File: config.mk
export PLATFORM = sky130hd
export DESIGN_NAME = dsmr_reset_logic
export DESIGN_NICKNAME = d
export VERILOG_FILES = /design/src/logic/dsmr_reset_logic.v
export VERILOG_INCLUDE_DIRS = /design/src /design/src/inc
export SDC_FILE = /design/constraint.sdc
export NUM_CORES = 1
export LEC_CHECK = 0
export ABC_AREA = 1
export ABC_CLOCK_PERIOD_IN_PS = 2150
export BUFFER_PORTS_ARGS = -buffer_cell sky130_fd_sc_hd__buf_4
export CAP_MARGIN = 20
export CORE_MARGIN = 1.5
export CORE_UTILIZATION = 40
export CTS_CLUSTER_DIAMETER = 80
export CTS_CLUSTER_SIZE = 25
export DETAILED_ROUTE_END_ITERATION = 8
export GPL_ROUTABILITY_DRIVEN = 0
export PLACE_DENSITY = 0.53
export REMOVE_ABC_BUFFERS = 1
export SYNTH_ARGS = -nofsm -noshare
export SYNTH_HDL_FRONTEND = slang
export SYNTH_SLANG_ARGS = --single-unit
File: constraint.sdc
create_clock -name CLK -period 2.15 [get_ports CLK]
set_input_delay 0.3225 -clock CLK [delete_from_list [all_inputs] [get_ports CLK]]
set_output_delay 0.3225 -clock CLK [all_outputs]
set_load 0.01 [all_outputs]
File: src/inc/dsmr_defines.vh
/*
 * constants of the dual supply monitor reset logic: polarity select codes,
 * timeout option codes and timeout figures with their cycle counts.
 * assumes a 200 MHz core clock.
 */
`ifndef DSMR_DEFINES_VH
`define DSMR_DEFINES_VH

// three-state polarity select, as resolved by the pad
`define DSMR_SEL_GND         2'h0
`define DSMR_SEL_OPEN        2'h1
`define DSMR_SEL_VCC         2'h2

// timeout configuration pin state
`define DSMR_TMO_INTERNAL    2'h0
`define DSMR_TMO_EXTCAP      2'h1
`define DSMR_TMO_COMPARATOR  2'h2

// clock period in ns; counts are kept in ns so products fit in 32 bits
`define DSMR_CLK_NS          5
// internal timeout in ms and its cycle count
`define DSMR_TMO_INT_MS      200
`define DSMR_TMO_INT_CYC    ((`DSMR_TMO_INT_MS * 1000000) / `DSMR_CLK_NS)
// external capacitor timeout default in us (open pin) and cycle count
`define DSMR_TMO_EXT_US      400
`define DSMR_TMO_EXT_CYC    ((`DSMR_TMO_EXT_US * 1000) / `DSMR_CLK_NS)

// reset value of the monitor input synchronisers
`define DSMR_SYNC_RST        3'h0

`endif

File: src/logic/dsmr_reset_logic.v
/*
 * decision logic of a dual input supply supervisor: qualifies two monitor
 * comparator results by the latched polarity choice, gates with the supply
 * lockout flag and releases an active-low reset after the selected timeout.
 * assumes comparator, select and timer-pin levels arrive asynchronously and
 * that the lockout flag is high while the supply is below threshold.
 */
// Function
// - decode three-state select into input polarities
// - positive input valid only above trip
// - negative input valid only below trip
// - release only after valid for whole timeout
// - hold reset through power-up, down, brownout
// - latch polarity, init timer after lockout clears
// - start timeout at once if inputs valid
// - assert reset immediately on any invalid input
// - three timeout options: internal, capacitor, none
// - comparator mode: reset follows validity directly
// - invalid input abandons count, restart from zero
`include "dsmr_defines.vh"

module dsmr_reset_logic #(
    parameter [31:0] INT_CYCLES = `DSMR_TMO_INT_CYC,
    parameter [31:0] EXT_CYCLES = `DSMR_TMO_EXT_CYC
) (
    // clock and reset
    input  wire       CLK,
    input  wire       RSTN,
    // comparator results, high when the pin is above its trip point
    input  wire       MONITOR_INPUT_A,
    input  wire       MONITOR_INPUT_B,
    // high while the supply is below the lockout threshold
    input  wire       SUPPLY_LOCKOUT_FLAG,
    // resolved pin states
    input  wire [1:0] POLARITY_SEL,
    input  wire [1:0] TIMEOUT_CONFIG_PIN,
    // supervisor reset
    output reg        RST_N,
    output reg        RST_OE
);

    localparam [2:0] ST_LOCK = 3'h1;
    localparam [2:0] ST_WAIT = 3'h2;
    localparam [2:0] ST_TIME = 3'h4;

    reg  [2:0]  sync_l_q;
    reg  [1:0]  sync_s0_q;
    reg  [1:0]  sync_s1_q;
    reg  [1:0]  sync_s2_q;
    reg  [1:0]  sync_t0_q;
    reg  [1:0]  sync_t1_q;
    reg  [1:0]  sync_t2_q;
    reg         lock_q;
    reg  [1:0]  sel_q;
    reg  [1:0]  tmo_q;
    reg  [1:0]  pol_q;
    reg  [1:0]  mode_q;
    reg  [2:0]  state_q;
    reg  [2:0]  state_d;
    reg  [31:0] cnt_q;
    reg  [31:0] cnt_d;
    reg         rst_n_d;
    reg  [31:0] term;
    reg         pos_a;
    reg         pos_b;
    wire        valid_a;
    wire        valid_b;
    wire        all_ok;
    wire [1:0]  mon_raw;
    wire [1:0]  cmp_w;
    genvar      gi;

    // one synchroniser per monitor channel: bit 1 is input a, bit 0 is b
    assign mon_raw = {MONITOR_INPUT_A, MONITOR_INPUT_B};

    generate
        for (gi = 0; gi < 2; gi = gi + 1)
        begin : g_mon
            reg [2:0] sync_q;
            reg       cmp_q;

            // a level counts once stages 2 and 3 agree, so a one-cycle
            // glitch never reaches the decision logic
            always @(posedge CLK)
            begin
                if (!RSTN)
                begin
                    sync_q <= `DSMR_SYNC_RST;
                    cmp_q  <= 1'b0;
                end
                else
                begin
                    sync_q <= {sync_q[1:0], mon_raw[gi]};
                    if (sync_q[1] == sync_q[2])
                        cmp_q <= sync_q[2];
                end
            end

            assign cmp_w[gi] = cmp_q;
        end
    endgenerate

    // three-stage synchronisers; a level counts once stages 2 and 3 agree
    always @(posedge CLK)
    begin
        if (!RSTN)
        begin
            // stages start at the registered defaults: no false change
            sync_l_q  <= 3'h7;
            sync_s0_q <= `DSMR_SEL_VCC;
            sync_s1_q <= `DSMR_SEL_VCC;
            sync_s2_q <= `DSMR_SEL_VCC;
            sync_t0_q <= `DSMR_TMO_INTERNAL;
            sync_t1_q <= `DSMR_TMO_INTERNAL;
            sync_t2_q <= `DSMR_TMO_INTERNAL;
            lock_q    <= 1'b1;
            sel_q     <= `DSMR_SEL_VCC;
            tmo_q     <= `DSMR_TMO_INTERNAL;
        end
        else
        begin
            sync_l_q  <= {sync_l_q[1:0], SUPPLY_LOCKOUT_FLAG};
            sync_s0_q <= POLARITY_SEL;
            sync_s1_q <= sync_s0_q;
            sync_s2_q <= sync_s1_q;
            sync_t0_q <= TIMEOUT_CONFIG_PIN;
            sync_t1_q <= sync_t0_q;
            sync_t2_q <= sync_t1_q;
            if (sync_l_q[1] == sync_l_q[2])
                lock_q <= sync_l_q[2];
            if (sync_s1_q == sync_s2_q)
                sel_q <= sync_s2_q;
            if (sync_t1_q == sync_t2_q)
                tmo_q <= sync_t2_q;
        end
    end

    // polarity decode: 1 = positive
    always @*
    begin
        case (sel_q)
            `DSMR_SEL_VCC:  {pos_a, pos_b} = 2'h3;
            `DSMR_SEL_OPEN: {pos_a, pos_b} = 2'h2;
            `DSMR_SEL_GND:  {pos_a, pos_b} = 2'h0;
            default:        {pos_a, pos_b} = 2'h3;
        endcase
    end

    assign valid_a = pol_q[1] ? cmp_w[1] : !cmp_w[1];
    assign valid_b = pol_q[0] ? cmp_w[0] : !cmp_w[0];
    assign all_ok  = valid_a && valid_b && !lock_q;

    always @*
    begin
        case (mode_q)
            `DSMR_TMO_EXTCAP: term = EXT_CYCLES;
            default:          term = INT_CYCLES;
        endcase
    end

    always @*
    begin
        state_d = state_q;
        cnt_d   = cnt_q;
        rst_n_d = 1'b0;
        case (state_q)
            ST_LOCK:
            begin
                cnt_d = 32'h0;
                if (!lock_q)
                    state_d = ST_WAIT;
            end
            ST_WAIT:
            begin
                cnt_d = 32'h0;
                if (lock_q)
                    state_d = ST_LOCK;
                else if (mode_q == `DSMR_TMO_COMPARATOR)
                    rst_n_d = all_ok;
                else if (all_ok)
                    state_d = ST_TIME;
            end
            // the count holds at term-1, so the release stands while valid
            ST_TIME:
            begin
                if (!all_ok)
                begin
                    cnt_d   = 32'h0;
                    state_d = lock_q ? ST_LOCK : ST_WAIT;
                end
                else if (cnt_q >= term - 32'h1)
                    rst_n_d = 1'b1;
                else
                    cnt_d = cnt_q + 32'h1;
            end
            default:
                state_d = ST_LOCK;
        endcase
    end

    always @(posedge CLK)
    begin
        if (!RSTN)
        begin
            state_q <= ST_LOCK;
            cnt_q   <= 32'h0;
            pol_q   <= 2'h3;
            mode_q  <= `DSMR_TMO_INTERNAL;
            RST_N   <= 1'b0;
            RST_OE  <= 1'b1;
        end
        else
        begin
            state_q <= state_d;
            cnt_q   <= cnt_d;
            // choices freeze when the supply clears lockout; a later pin
            // change waits for the next lockout to take effect
            if (state_q == ST_LOCK)
            begin
                pol_q  <= {pos_a, pos_b};
                mode_q <= tmo_q;
            end
            RST_N  <= rst_n_d;
            // open drain: drive only the low level
            RST_OE <= !rst_n_d;
        end
    end

endmodule // dsmr_reset_logic

==> results of run 1 <==
==> cells in the final DEF (no fill, tap or decap), types with 2 or more instances in the layout <==
cell type / Yosys / layout
a21oi_1: 36 / 32
a21oi_2: 0 / 4
buf_12: 0 / 3
buf_4: 2 / 30
clkbuf_8: 0 / 9
clkinv_2: 0 / 2
clkinv_4: 0 / 2
dfxtp_1: 69 / 67
ha_1: 3 / 2
inv_1: 58 / 58
nand2_1: 138 / 137
nand2_2: 2 / 2
nand2_4: 2 / 2
nand3_1: 71 / 71
nand4_1: 9 / 9
nor2_1: 60 / 60
nor2_4: 3 / 3
nor3_1: 21 / 21
nor4_1: 4 / 4
o21ai_0: 9 / 9
or2_2: 7 / 7
xnor2_1: 5 / 5
xor2_1: 8 / 8
==> per-layer routing <==
| metal | vias to the layer above | global-route usage | routed length (µm) |
|---|---|---|---|
| met2 | 71 | 0.3467 | 4416 |
| li1 | 1783 | - | - |
| met5 | - | 0 | 0 |
| met4 | 0 | 0.05824 | 193 |
| met1 | 1578 | 0.2455 | 4063 |
| met3 | 15 | 0.03525 | 339 |
==> worst max-delay path: cells and delay by family (launching register included) <==
family                     cells  cell delay [ns]
and+or+nand+nor               12             0.91
DFF                            1             0.37
buffers and inverters          4             0.31
adders and majority gates      1             0.28
AOI/OAI and AO/OA              1             0.12
==> stage by stage <==
stage               hold slack [ns]  worst slack [ns]  instance area, µm²
floorplan                    0.3900           0.05422                3468
global placement             0.3929            0.1446                3859
detailed placement           0.4007           0.06876                3859
CTS                          0.1432           0.04793                4056
global route                 0.1519          -0.02386                4174
finish                       0.1559            0.1146                4174
==> sequential cells by signal, indices dropped and copies added (netlist names), 2 cells and up <==
signal / cells
g_mon.sync_q: 6
mode_q: 2
sync_s0_q: 2
pol_q: 2
state_q: 3
sync_s1_q: 2
sync_t0_q: 2
sel_q: 2
sync_l_q: 3
tmo_q: 2
g_mon.cmp_q: 2
sync_t1_q: 2
cnt_q: 32
sync_t2_q: 2
sync_s2_q: 2
==> final cells by class <==
cell class	count	area [µm²]
fill	940	4504
sequential	69	1386
multi-input combinational	390	1906
tap	108	135.1
timing repair buffer	35	321.6
clock inverter	7	73.82
clock buffer	9	123.9
inverter	60	227.7
==> cells by family (layout without fill, tap and decap cells) <==
family | count (synthesis) | count (layout) | synth area share
XOR/XNOR | 13 | 13 | 0.03186
buffers and inverters | 79 | 111 | 0.09243
AO/OA/AOI/OAI | 50 | 50 | 0.07283
AND/OR/NAND/NOR | 324 | 324 | 0.4058
flip-flops | 69 | 69 | 0.3866
adder cells (fa/ha/maj) | 3 | 3 | 0.01051
==> repair_timing <==
action / in CTS / in global routing
resized for setup: 0 / 13
buffers inserted: 0 / 5
hold buffers: 0 / 0
setup endpoints to repair: 0 / 33
==> report_power, final <==
part | total (mW) | internal (mW) | switching (mW)
clock network | 1.07 | 0.540 | 0.531
registers | 1.31 | 1.30 | 0.00973
logic | 0.0731 | 0.0315 | 0.0415
==> path summary, 6_finish.rpt <==
kind | end | slack [ns] | depth (start not counted)
worst max-delay path | cnt_q[18] | 0.11 | 18
worst min-delay path | sync_s0_q[0] | 0.16 | 3
worst max register to register | cnt_q[18] | 0.11 | 18
worst min register to register | sync_s1_q[1] | 0.42 | 1
==> results.json, run 1 <==
{
  "synth_common_cells": "nand2_1 (138), nand3_1 (71), dfxtp_1 (69)",
  "ant_nets": 0,
  "detailed_place_hpwl_um": 6523,
  "grt_pass1_wl_um": 15210,
  "synth_cells": 538,
  "die_area_mm2": 0.009509,
  "vias_per_cell": 5.084,
  "clkTransAtPathRegs_ns": 0.08,
  "path_cells": "inv_4 > nand2_4 > ha_4 > nand2_1 > inv_1 > nand2_1 > nor2_2 > inv_1 > nor2_1 > nand2_1 > nand2_1 > nand2_1 > nand2_2 > nand2_4 > nand2_8 > clkbuf_16 > nand2_1 > a21oi_2",
  "outcome": "completed",
  "ys_warn_count": 0,
  "final_cells": 678,
  "synthArstFlopShare": 0,
  "grt_max_degree": 31,
  "slowest_stage": "dfxtp_4",
  "total_power_mw": 2.450,
  "cts_tree": "built",
  "synth_top_area_share": 0.3866,
  "worst_pin_slew_ns": 0.5081,
  "synth_edf_count": 0,
  "antenna_found_initial": 0,
  "syn_to_final_growth_pct": 16.81,
  "grt_usage": 0.1973,
  "worstSkewPairLatency_ns": 0.34,
  "drc_errors": 0,
  "avgSynthCellArea_um2": 6.642,
  "clockRootBuffer": "clkbuf_8",
  "cts.sinks": 69,
  "critPathLaunch": "mode_q[1]",
  "finalSetupViolCount": 0,
  "finalHoldViolCount": 0,
  "wl_per_cell_um": 13.29,
  "crit_type": "reg -> reg",
  "fp.dieW_um": 97.52,
  "final_core_utilization": 0.4810,
  "powerDensity_mw_per_mm2": 587.1,
  "yosysUniqueCellTypes": 35,
  "vias": 3447,
  "std_cell_rows": 34,
  "required_ns": 2.43,
  "grt_pass1_vias": 3194,
  "core_mm2": 0.008678,
  "start_kind": "flop",
  "r2r-start": "mode_q[1]",
  "yosysSeqAreaShare": 0.3866,
  "cp.arrival_ns": 2.31,
  "place_inst": 656,
  "grt_overflow": 0,
  "critPathMaxFanout": 7,
  "fp.dieH_um": 97.52,
  "slew_headroom": 0.6586,
  "htreeDepth": 3,
  "drive_above_1_share": 0.1351,
  "cts_buffers": 9,
  "worstHoldPathType": "in -> reg",
  "fin_crit_sh": 0.9467,
  "num_io_pins": 11,
  "cts_buffer_depth": 2,
  "diodes": 0,
  "finalCriticalPeriod_ns": 2.035,
  "syn_area_mm2": 0.003573,
  "crit_top_cell": "nand2_1",
  "synth_top_cell_by_area": "dfxtp_1",
  "finClkSkew_ns": 0.01580,
  "drt_iter0_markers": 186,
  "io_buffers": 10,
  "start_util": 0.4118,
  "cpPeakStageDelay_ns": 0.37,
  "irDropWorstVdd_mv": 0.4288,
  "max_freq_mhz": 491.3,
  "hp-start": "POLARITY_SEL[0]",
  "ys.flop_type": "dfxtp_1",
  "wirelength_um": 9012,
  "drv_cap": 0,
  "nNetsFinal": 577,
  "synthTopCellsByArea": "dfxtp_1 (39%), nand2_1 (14%), nand3_1 (9.9%)",
  "synth-seq-cells": 69,
  "leakage_nw": 1.733,
  "setup_tns_ns": 0,
  "end_kind": "flop",
  "yosysMostFrequentCell": "nand2_1",
  "drv_slew": 0,
  "drt_pass1_iterations": 6
}
Power figures use the tool's default switching activity.
==> run 2, diff against run 1 <==
--- a/config.mk
+++ b/config.mk
@@ -17,7 +17,6 @@
 export DETAILED_ROUTE_END_ITERATION = 8
 export GPL_ROUTABILITY_DRIVEN = 0
 export PLACE_DENSITY = 0.53
-export REMOVE_ABC_BUFFERS = 1
 export SYNTH_ARGS = -nofsm -noshare
 export SYNTH_HDL_FRONTEND = slang
 export SYNTH_SLANG_ARGS = --single-unit
==> run 2 against run 1 <==
Net effect: critical path depth is 4 lower; combinational power increased by 2.9%; core utilization is 0.12 points lower; cell area shrank 0.24%; first-iteration DRC count is 13% lower; global-route usage up 0.58 points; register-to-register slack gained 0.03 ns; hold slack better by 0.00060 ns; sequential power about the same; via count up 1.8%; critical endpoint is now cnt_q[15].
==> results.json, run 2 (synthesized netlist as in run 1, its figures left out) <==
{
  "worst_pin_slew_ns": 0.6633,
  "grt_overflow": 0,
  "drv_cap": 0,
  "drv_slew": 0,
  "irDropWorstVdd_mv": 0.3029,
  "r2r-start": "cnt_q[0]",
  "clockRootBuffer": "clkbuf_8",
  "nNetsFinal": 578,
  "drt_pass1_iterations": 5,
  "final_cells": 678,
  "htreeDepth": 3,
  "detailed_place_hpwl_um": 6541,
  "finalSetupViolCount": 0,
  "finalHoldViolCount": 0,
  "syn_nets": 550,
  "drive_above_1_share": 0.1404,
  "vias_per_cell": 5.177,
  "ant_nets": 0,
  "layout_common_cells": "nand2_1 (138), nand3_1 (71), dfxtp_1 (68), nor2_1 (59), inv_1 (58)",
  "mostFrequentLayoutCell": "nand2_1",
  "cts_tree": "built",
  "max_freq_mhz": 498.5,
  "start_kind": "flop",
  "ctsHoldBuffers": 0,
  "largest_register": "cnt_q",
  "cts_buffer_depth": 2,
  "fp.dieW_um": 97.52,
  "outcome": "completed",
  "wirelength_um": 9433,
  "start_util": 0.4118,
  "drt_iter0_markers": 162,
  "finClkSkew_ns": 0.01303,
  "grt_max_degree": 31,
  "slowest_stage": "dfxtp_1",
  "syn_to_final_growth_pct": 16.53,
  "cts_buffers": 9,
  "crit_type": "reg -> reg",
  "core_mm2": 0.008678,
  "powerDensity_mw_per_mm2": 588.1,
  "wl_per_cell_um": 13.91,
  "fin_crit_sh": 0.9331,
  "worstSkewPairLatency_ns": 0.35,
  "leakage_nw": 1.737,
  "finalCriticalPeriod_ns": 2.006,
  "cp_num_buf_inv": 1,
  "cts.sinks": 69,
  "die_area_mm2": 0.009509,
  "place_inst": 657,
  "critPathMaxFanout": 8,
  "critPathLaunch": "cnt_q[0]",
  "end_kind": "flop",
  "required_ns": 2.44,
  "grt_pass1_vias": 3282,
  "vias": 3510,
  "grt_pass1_wl_um": 15350,
  "total_power_mw": 2.449,
  "path_delay_family": "simple AND/OR/NAND/NOR gates",
  "largest_register_ffs": 32,
  "slew_headroom": 0.5573,
  "cpPeakStageDelay_ns": 0.35,
  "std_cell_rows": 34,
  "num_io_pins": 11,
  "antenna_found_initial": 0,
  "crit_top_cell": "nand2_1",
  "path_cells": "ha_1 > nand3_2 > nor2_4 > nand2_1 > o21ai_1 > nand2_1 > nand2_1 > nand2_1 > nand2_1 > nand2_4 > nand2_8 > clkbuf_16 > nand2_1 > a21oi_2",
  "worstHoldPathType": "in -> reg",
  "drc_errors": 0,
  "clkTransAtPathRegs_ns": 0.08,
  "top_regs": "cnt_q (32), g_mon.sync_q (6)",
  "fp.dieH_um": 97.52,
  "grt_usage": 0.2031,
  "diodes": 0,
  "io_buffers": 10,
  "final_core_utilization": 0.4798,
  "hp-start": "TIMEOUT_CONFIG_PIN[1]",
  "rsz0062_at_grt": "yes",
  "cp.arrival_ns": 2.30
}
==> run 2: layout make-up <==
| class | instances | area, µm² |
|---|---|---|
| Fill cell | 899 | 4514 |
| Clock buffer | 11 | 141.4 |
| Tap cell | 108 | 135.1 |
| Timing Repair Buffer | 36 | 320.3 |
| Inverter | 60 | 225.2 |
| Clock inverter | 4 | 48.80 |
| Sequential cell | 69 | 1383 |
| Multi-Input combinational cell | 390 | 1911 |
==> run 2: report_power, final <==
group,internal [mW],total [mW],switching (mW)
logic,0.0318,0.0752,0.0434
clock network,0.560,1.07,0.506
registers,1.30,1.31,0.00944
total,1.89,2.45,0.559
==> run 2: worst min-delay path, stage by stage <==
cell and delay, ns:
buf_4 0.08, nand2_1 0.04, inv_1 0.04
==> run 2: path summary, 6_finish.rpt <==
kind	end	slack (ns)	cells past startpoint
setup / recovery	cnt_q[15]	0.14	14
hold / removal	sync_t0_q[1]	0.16	3
setup reg to reg	cnt_q[15]	0.14	14
hold reg to reg	g_mon[1].sync_q[1]	0.42	2
==> run 2: metrics by stage <==
stage / cell area (µm²) / setup slack [ns] / TNS [ns] / hold WS, ns
2_1_floorplan: 3573 / 0.2287 / 0 / 0.3905
3_3_place_gp: 3854 / 0.1297 / 0 / 0.3931
3_5_place_dp: 3854 / 0.09108 / 0 / 0.4001
4_1_cts: 4044 / 0.05577 / 0 / 0.1356
5_1_grt: 4164 / -0.02455 / -0.05388 / 0.1429
6_report: 4164 / 0.1439 / 0 / 0.1565
==> run 2: repair_timing <==
item,4_1_cts,5_1_grt
setup buffers,0,5
endpoints found under the hold margin,0,0
gates resized for setup,0,15
setup endpoints to repair,0,26
==> run 2: routing by layer <==
layer  vias up  global-route usage  wire, µm
met2        80              0.3365      4446
met3        17             0.03022       411
met1      1621              0.2540      4366
met5         -                   0         0
li1       1792                   -         -
met4         0              0.1077       209
==> run 3, diff against run 2 <==
--- a/config.mk
+++ b/config.mk
@@ -10,13 +10,15 @@
 export ABC_CLOCK_PERIOD_IN_PS = 2150
 export BUFFER_PORTS_ARGS = -buffer_cell sky130_fd_sc_hd__buf_4
 export CAP_MARGIN = 20
+export CELL_PAD_IN_SITES_DETAIL_PLACEMENT = 0
+export CELL_PAD_IN_SITES_GLOBAL_PLACEMENT = 1
 export CORE_MARGIN = 1.5
 export CORE_UTILIZATION = 40
 export CTS_CLUSTER_DIAMETER = 80
 export CTS_CLUSTER_SIZE = 25
 export DETAILED_ROUTE_END_ITERATION = 8
 export GPL_ROUTABILITY_DRIVEN = 0
-export PLACE_DENSITY = 0.53
+export PLACE_DENSITY = 0.7
 export SYNTH_ARGS = -nofsm -noshare
 export SYNTH_HDL_FRONTEND = slang
 export SYNTH_SLANG_ARGS = --single-unit
==> run 3 against run 2 <==
Net effect: via count is 2.0% lower; fmax is 2.5% lower; combinational power is 5.6% lower; non-clock buffer count is 7 higher; total power is 5.0% higher; die area stayed put; core utilization is 1.2 points higher; setup slack worse by 0.051 ns; count of clock-buffer cells in the layout is 1 lower; clock power is 11% higher; clock skew hardly changed; critical path type unchanged; largest cell class unchanged.
==> results.json, run 3 (synthesized netlist as in run 1, its figures left out) <==
{
  "r2r_cells": 14,
  "max_freq_mhz": 486.1,
  "drv_cap": 0,
  "hp-start": "MONITOR_INPUT_A",
  "detailed_place_hpwl_um": 6834,
  "io_buffers": 10,
  "cp.arrival_ns": 2.32,
  "drt_pass1_iterations": 4,
  "cts_buffer_depth": 2,
  "crit_type": "reg -> reg",
  "top_regs": "cnt_q (32), g_mon.sync_q (6)",
  "syn_nets": 550,
  "grt_pass1_wl_um": 15620,
  "irDropWorstVdd_mv": 0.4995,
  "fp.dieH_um": 97.52,
  "grt_max_degree": 31,
  "clkPwrFrac": 0.464,
  "largest_register": "cnt_q",
  "layout_setup_ws_ns": 0.09266,
  "outcome": "completed",
  "finalSetupViolCount": 0,
  "core_mm2": 0.008678,
  "critPathMaxFanout": 6,
  "whs_path_depth": 3,
  "grt_usage": 0.2045,
  "layout_common_cells": "nand2_1 (137), nand3_1 (71), dfxtp_1 (67), inv_1 (58), nor2_1 (58)",
  "combPwrFrac": 0.028,
  "drive_above_1_share": 0.1421,
  "diodes": 0,
  "net-switching-power_mw": 0.5603,
  "syn_to_final_growth_pct": 19.36,
  "cts.sinks": 69,
  "drc_errors": 0,
  "powerDensity_mw_per_mm2": 602.9,
  "worstSkewPairLatency_ns": 0.34,
  "largest_register_ffs": 32,
  "clkTransAtPathRegs_ns": 0.08,
  "vias_per_cell": 5.023,
  "final_cells": 685,
  "drt_iter0_markers": 162,
  "wirelength_um": 9382,
  "cpPeakStageDelay_ns": 0.33,
  "pre_cts_ws_ns": 0.08480,
  "intPower_mw": 2.011,
  "htreeDepth": 3,
  "finalHoldViolCount": 0,
  "mostFrequentLayoutCell": "nand2_1",
  "worst_pin_slew_ns": 0.7056,
  "fin_crit_sh": 0.9569,
  "path_cells": "inv_2 > nand2_4 > buf_4 > ha_1 > a21boi_1 > nand3_1 > nor2_1 > nand2_1 > nand2_2 > nand2_4 > nand2_8 > clkbuf_16 > nand2_1 > a21oi_1",
  "drv_slew": 0,
  "ant_nets": 0,
  "grt_pass1_vias": 3264,
  "vias": 3441,
  "cts_buffers": 9,
  "slowest_stage": "dfxtp_2",
  "finalCriticalPeriod_ns": 2.057,
  "r2r_slack_ns": 0.09,
  "p_sw_frac": 0.2179,
  "num_io_pins": 11,
  "cts_tree": "built",
  "grt_overflow": 0,
  "finClkSkew_ns": 0.01285,
  "std_cell_rows": 34,
  "start_util": 0.4118,
  "seq_power_share": 0.509,
  "r2r-end": "cnt_q[4]",
  "place_inst": 665,
  "required_ns": 2.41,
  "die_area_mm2": 0.009509,
  "nNetsFinal": 585,
  "clockRootBuffer": "clkbuf_8",
  "end_kind": "flop",
  "hold_end": "g_mon[1].sync_q[0]",
  "fp.dieW_um": 97.52,
  "start_kind": "flop",
  "wl_per_cell_um": 13.70,
  "worstHoldPathType": "in -> reg",
  "slew_headroom": 0.5291,
  "leakage_nw": 1.793,
  "r2r-start": "mode_q[1]",
  "antenna_found_initial": 0
}
-- run 3: worst max path at each step --
| stage | start | end | cells after the start |
|---|---|---|---|
| final | mode_q[1] | cnt_q[4] | 14 |
| after global routing | mode_q[1] | cnt_q[20] | 18 |
| after CTS | mode_q[0] | cnt_q[18] | 17 |
| after detailed placement | mode_q[0] | cnt_q[18] | 17 |
| after global placement | mode_q[0] | cnt_q[24] | 17 |
| after floorplan | mode_q[1] | cnt_q[17] | 18 |
-- run 3: layout make-up --
class	count	area, µm²
Clock buffer	10	137.6
Tap cell	108	135.1
Inverter	60	225.2
Sequential cell	69	1384
Multi-Input combinational cell	390	1896
Timing Repair Buffer	43	402.9
Clock inverter	5	85.08
Fill cell	945	4413
-- run 3: worst max-delay path, delay by kind of cell, from the launching register on --
family | cells | cell delay, ns
buffers and inverters | 3 | 0.38
flip-flops | 1 | 0.33
adder cells (fa/ha/maj) | 1 | 0.26
AO/OA/AOI/OAI | 2 | 0.25
AND/OR/NAND/NOR | 8 | 0.75
-- run 3: layer usage --
metal	vias to the layer above	GRT usage	share of wire
li1	1795	-	-
met1	1560	0.2592	0.45
met2	68	0.3429	0.49
met3	18	0.03741	0.041
met4	0	0.08132	0.025
met5	-	0	0
-- run 3: timing repair --
action	CTS	global route
resized for setup	0	10
hold endpoints to repair	0	0
setup buffers	0	3
endpoints found under the setup margin	0	32
hold buffers	0	0
-- run 3: power groups by stage --
stage / Combinational (mW) / Sequential [mW] / Clock, mW
CTS: 0.0716 / 1.31 / 1.23
floorplan: 0.0461 / 1.34 / 0
global placement: 0.0697 / 1.34 / 0
detailed placement: 0.0716 / 1.34 / 0
global route: 0.0823 / 1.31 / 1.29
finish: 0.0710 / 1.31 / 1.19
-- run 3: per-stage QoR --
step	setup TNS (ns)	util	hold slack, ns	instance area, µm²	power [mW]
4_1_cts	0	0.4766	0.1464	4136	2.614
5_1_grt	-0.008382	0.4915	0.1514	4265	2.681
6_report	0	0.4915	0.1647	4265	2.572
2_1_floorplan	0	-	0.3905	3573	1.382
3_3_place_gp	0	0.4510	0.3948	3914	1.407
3_5_place_dp	0	0.4510	0.4047	3914	1.410
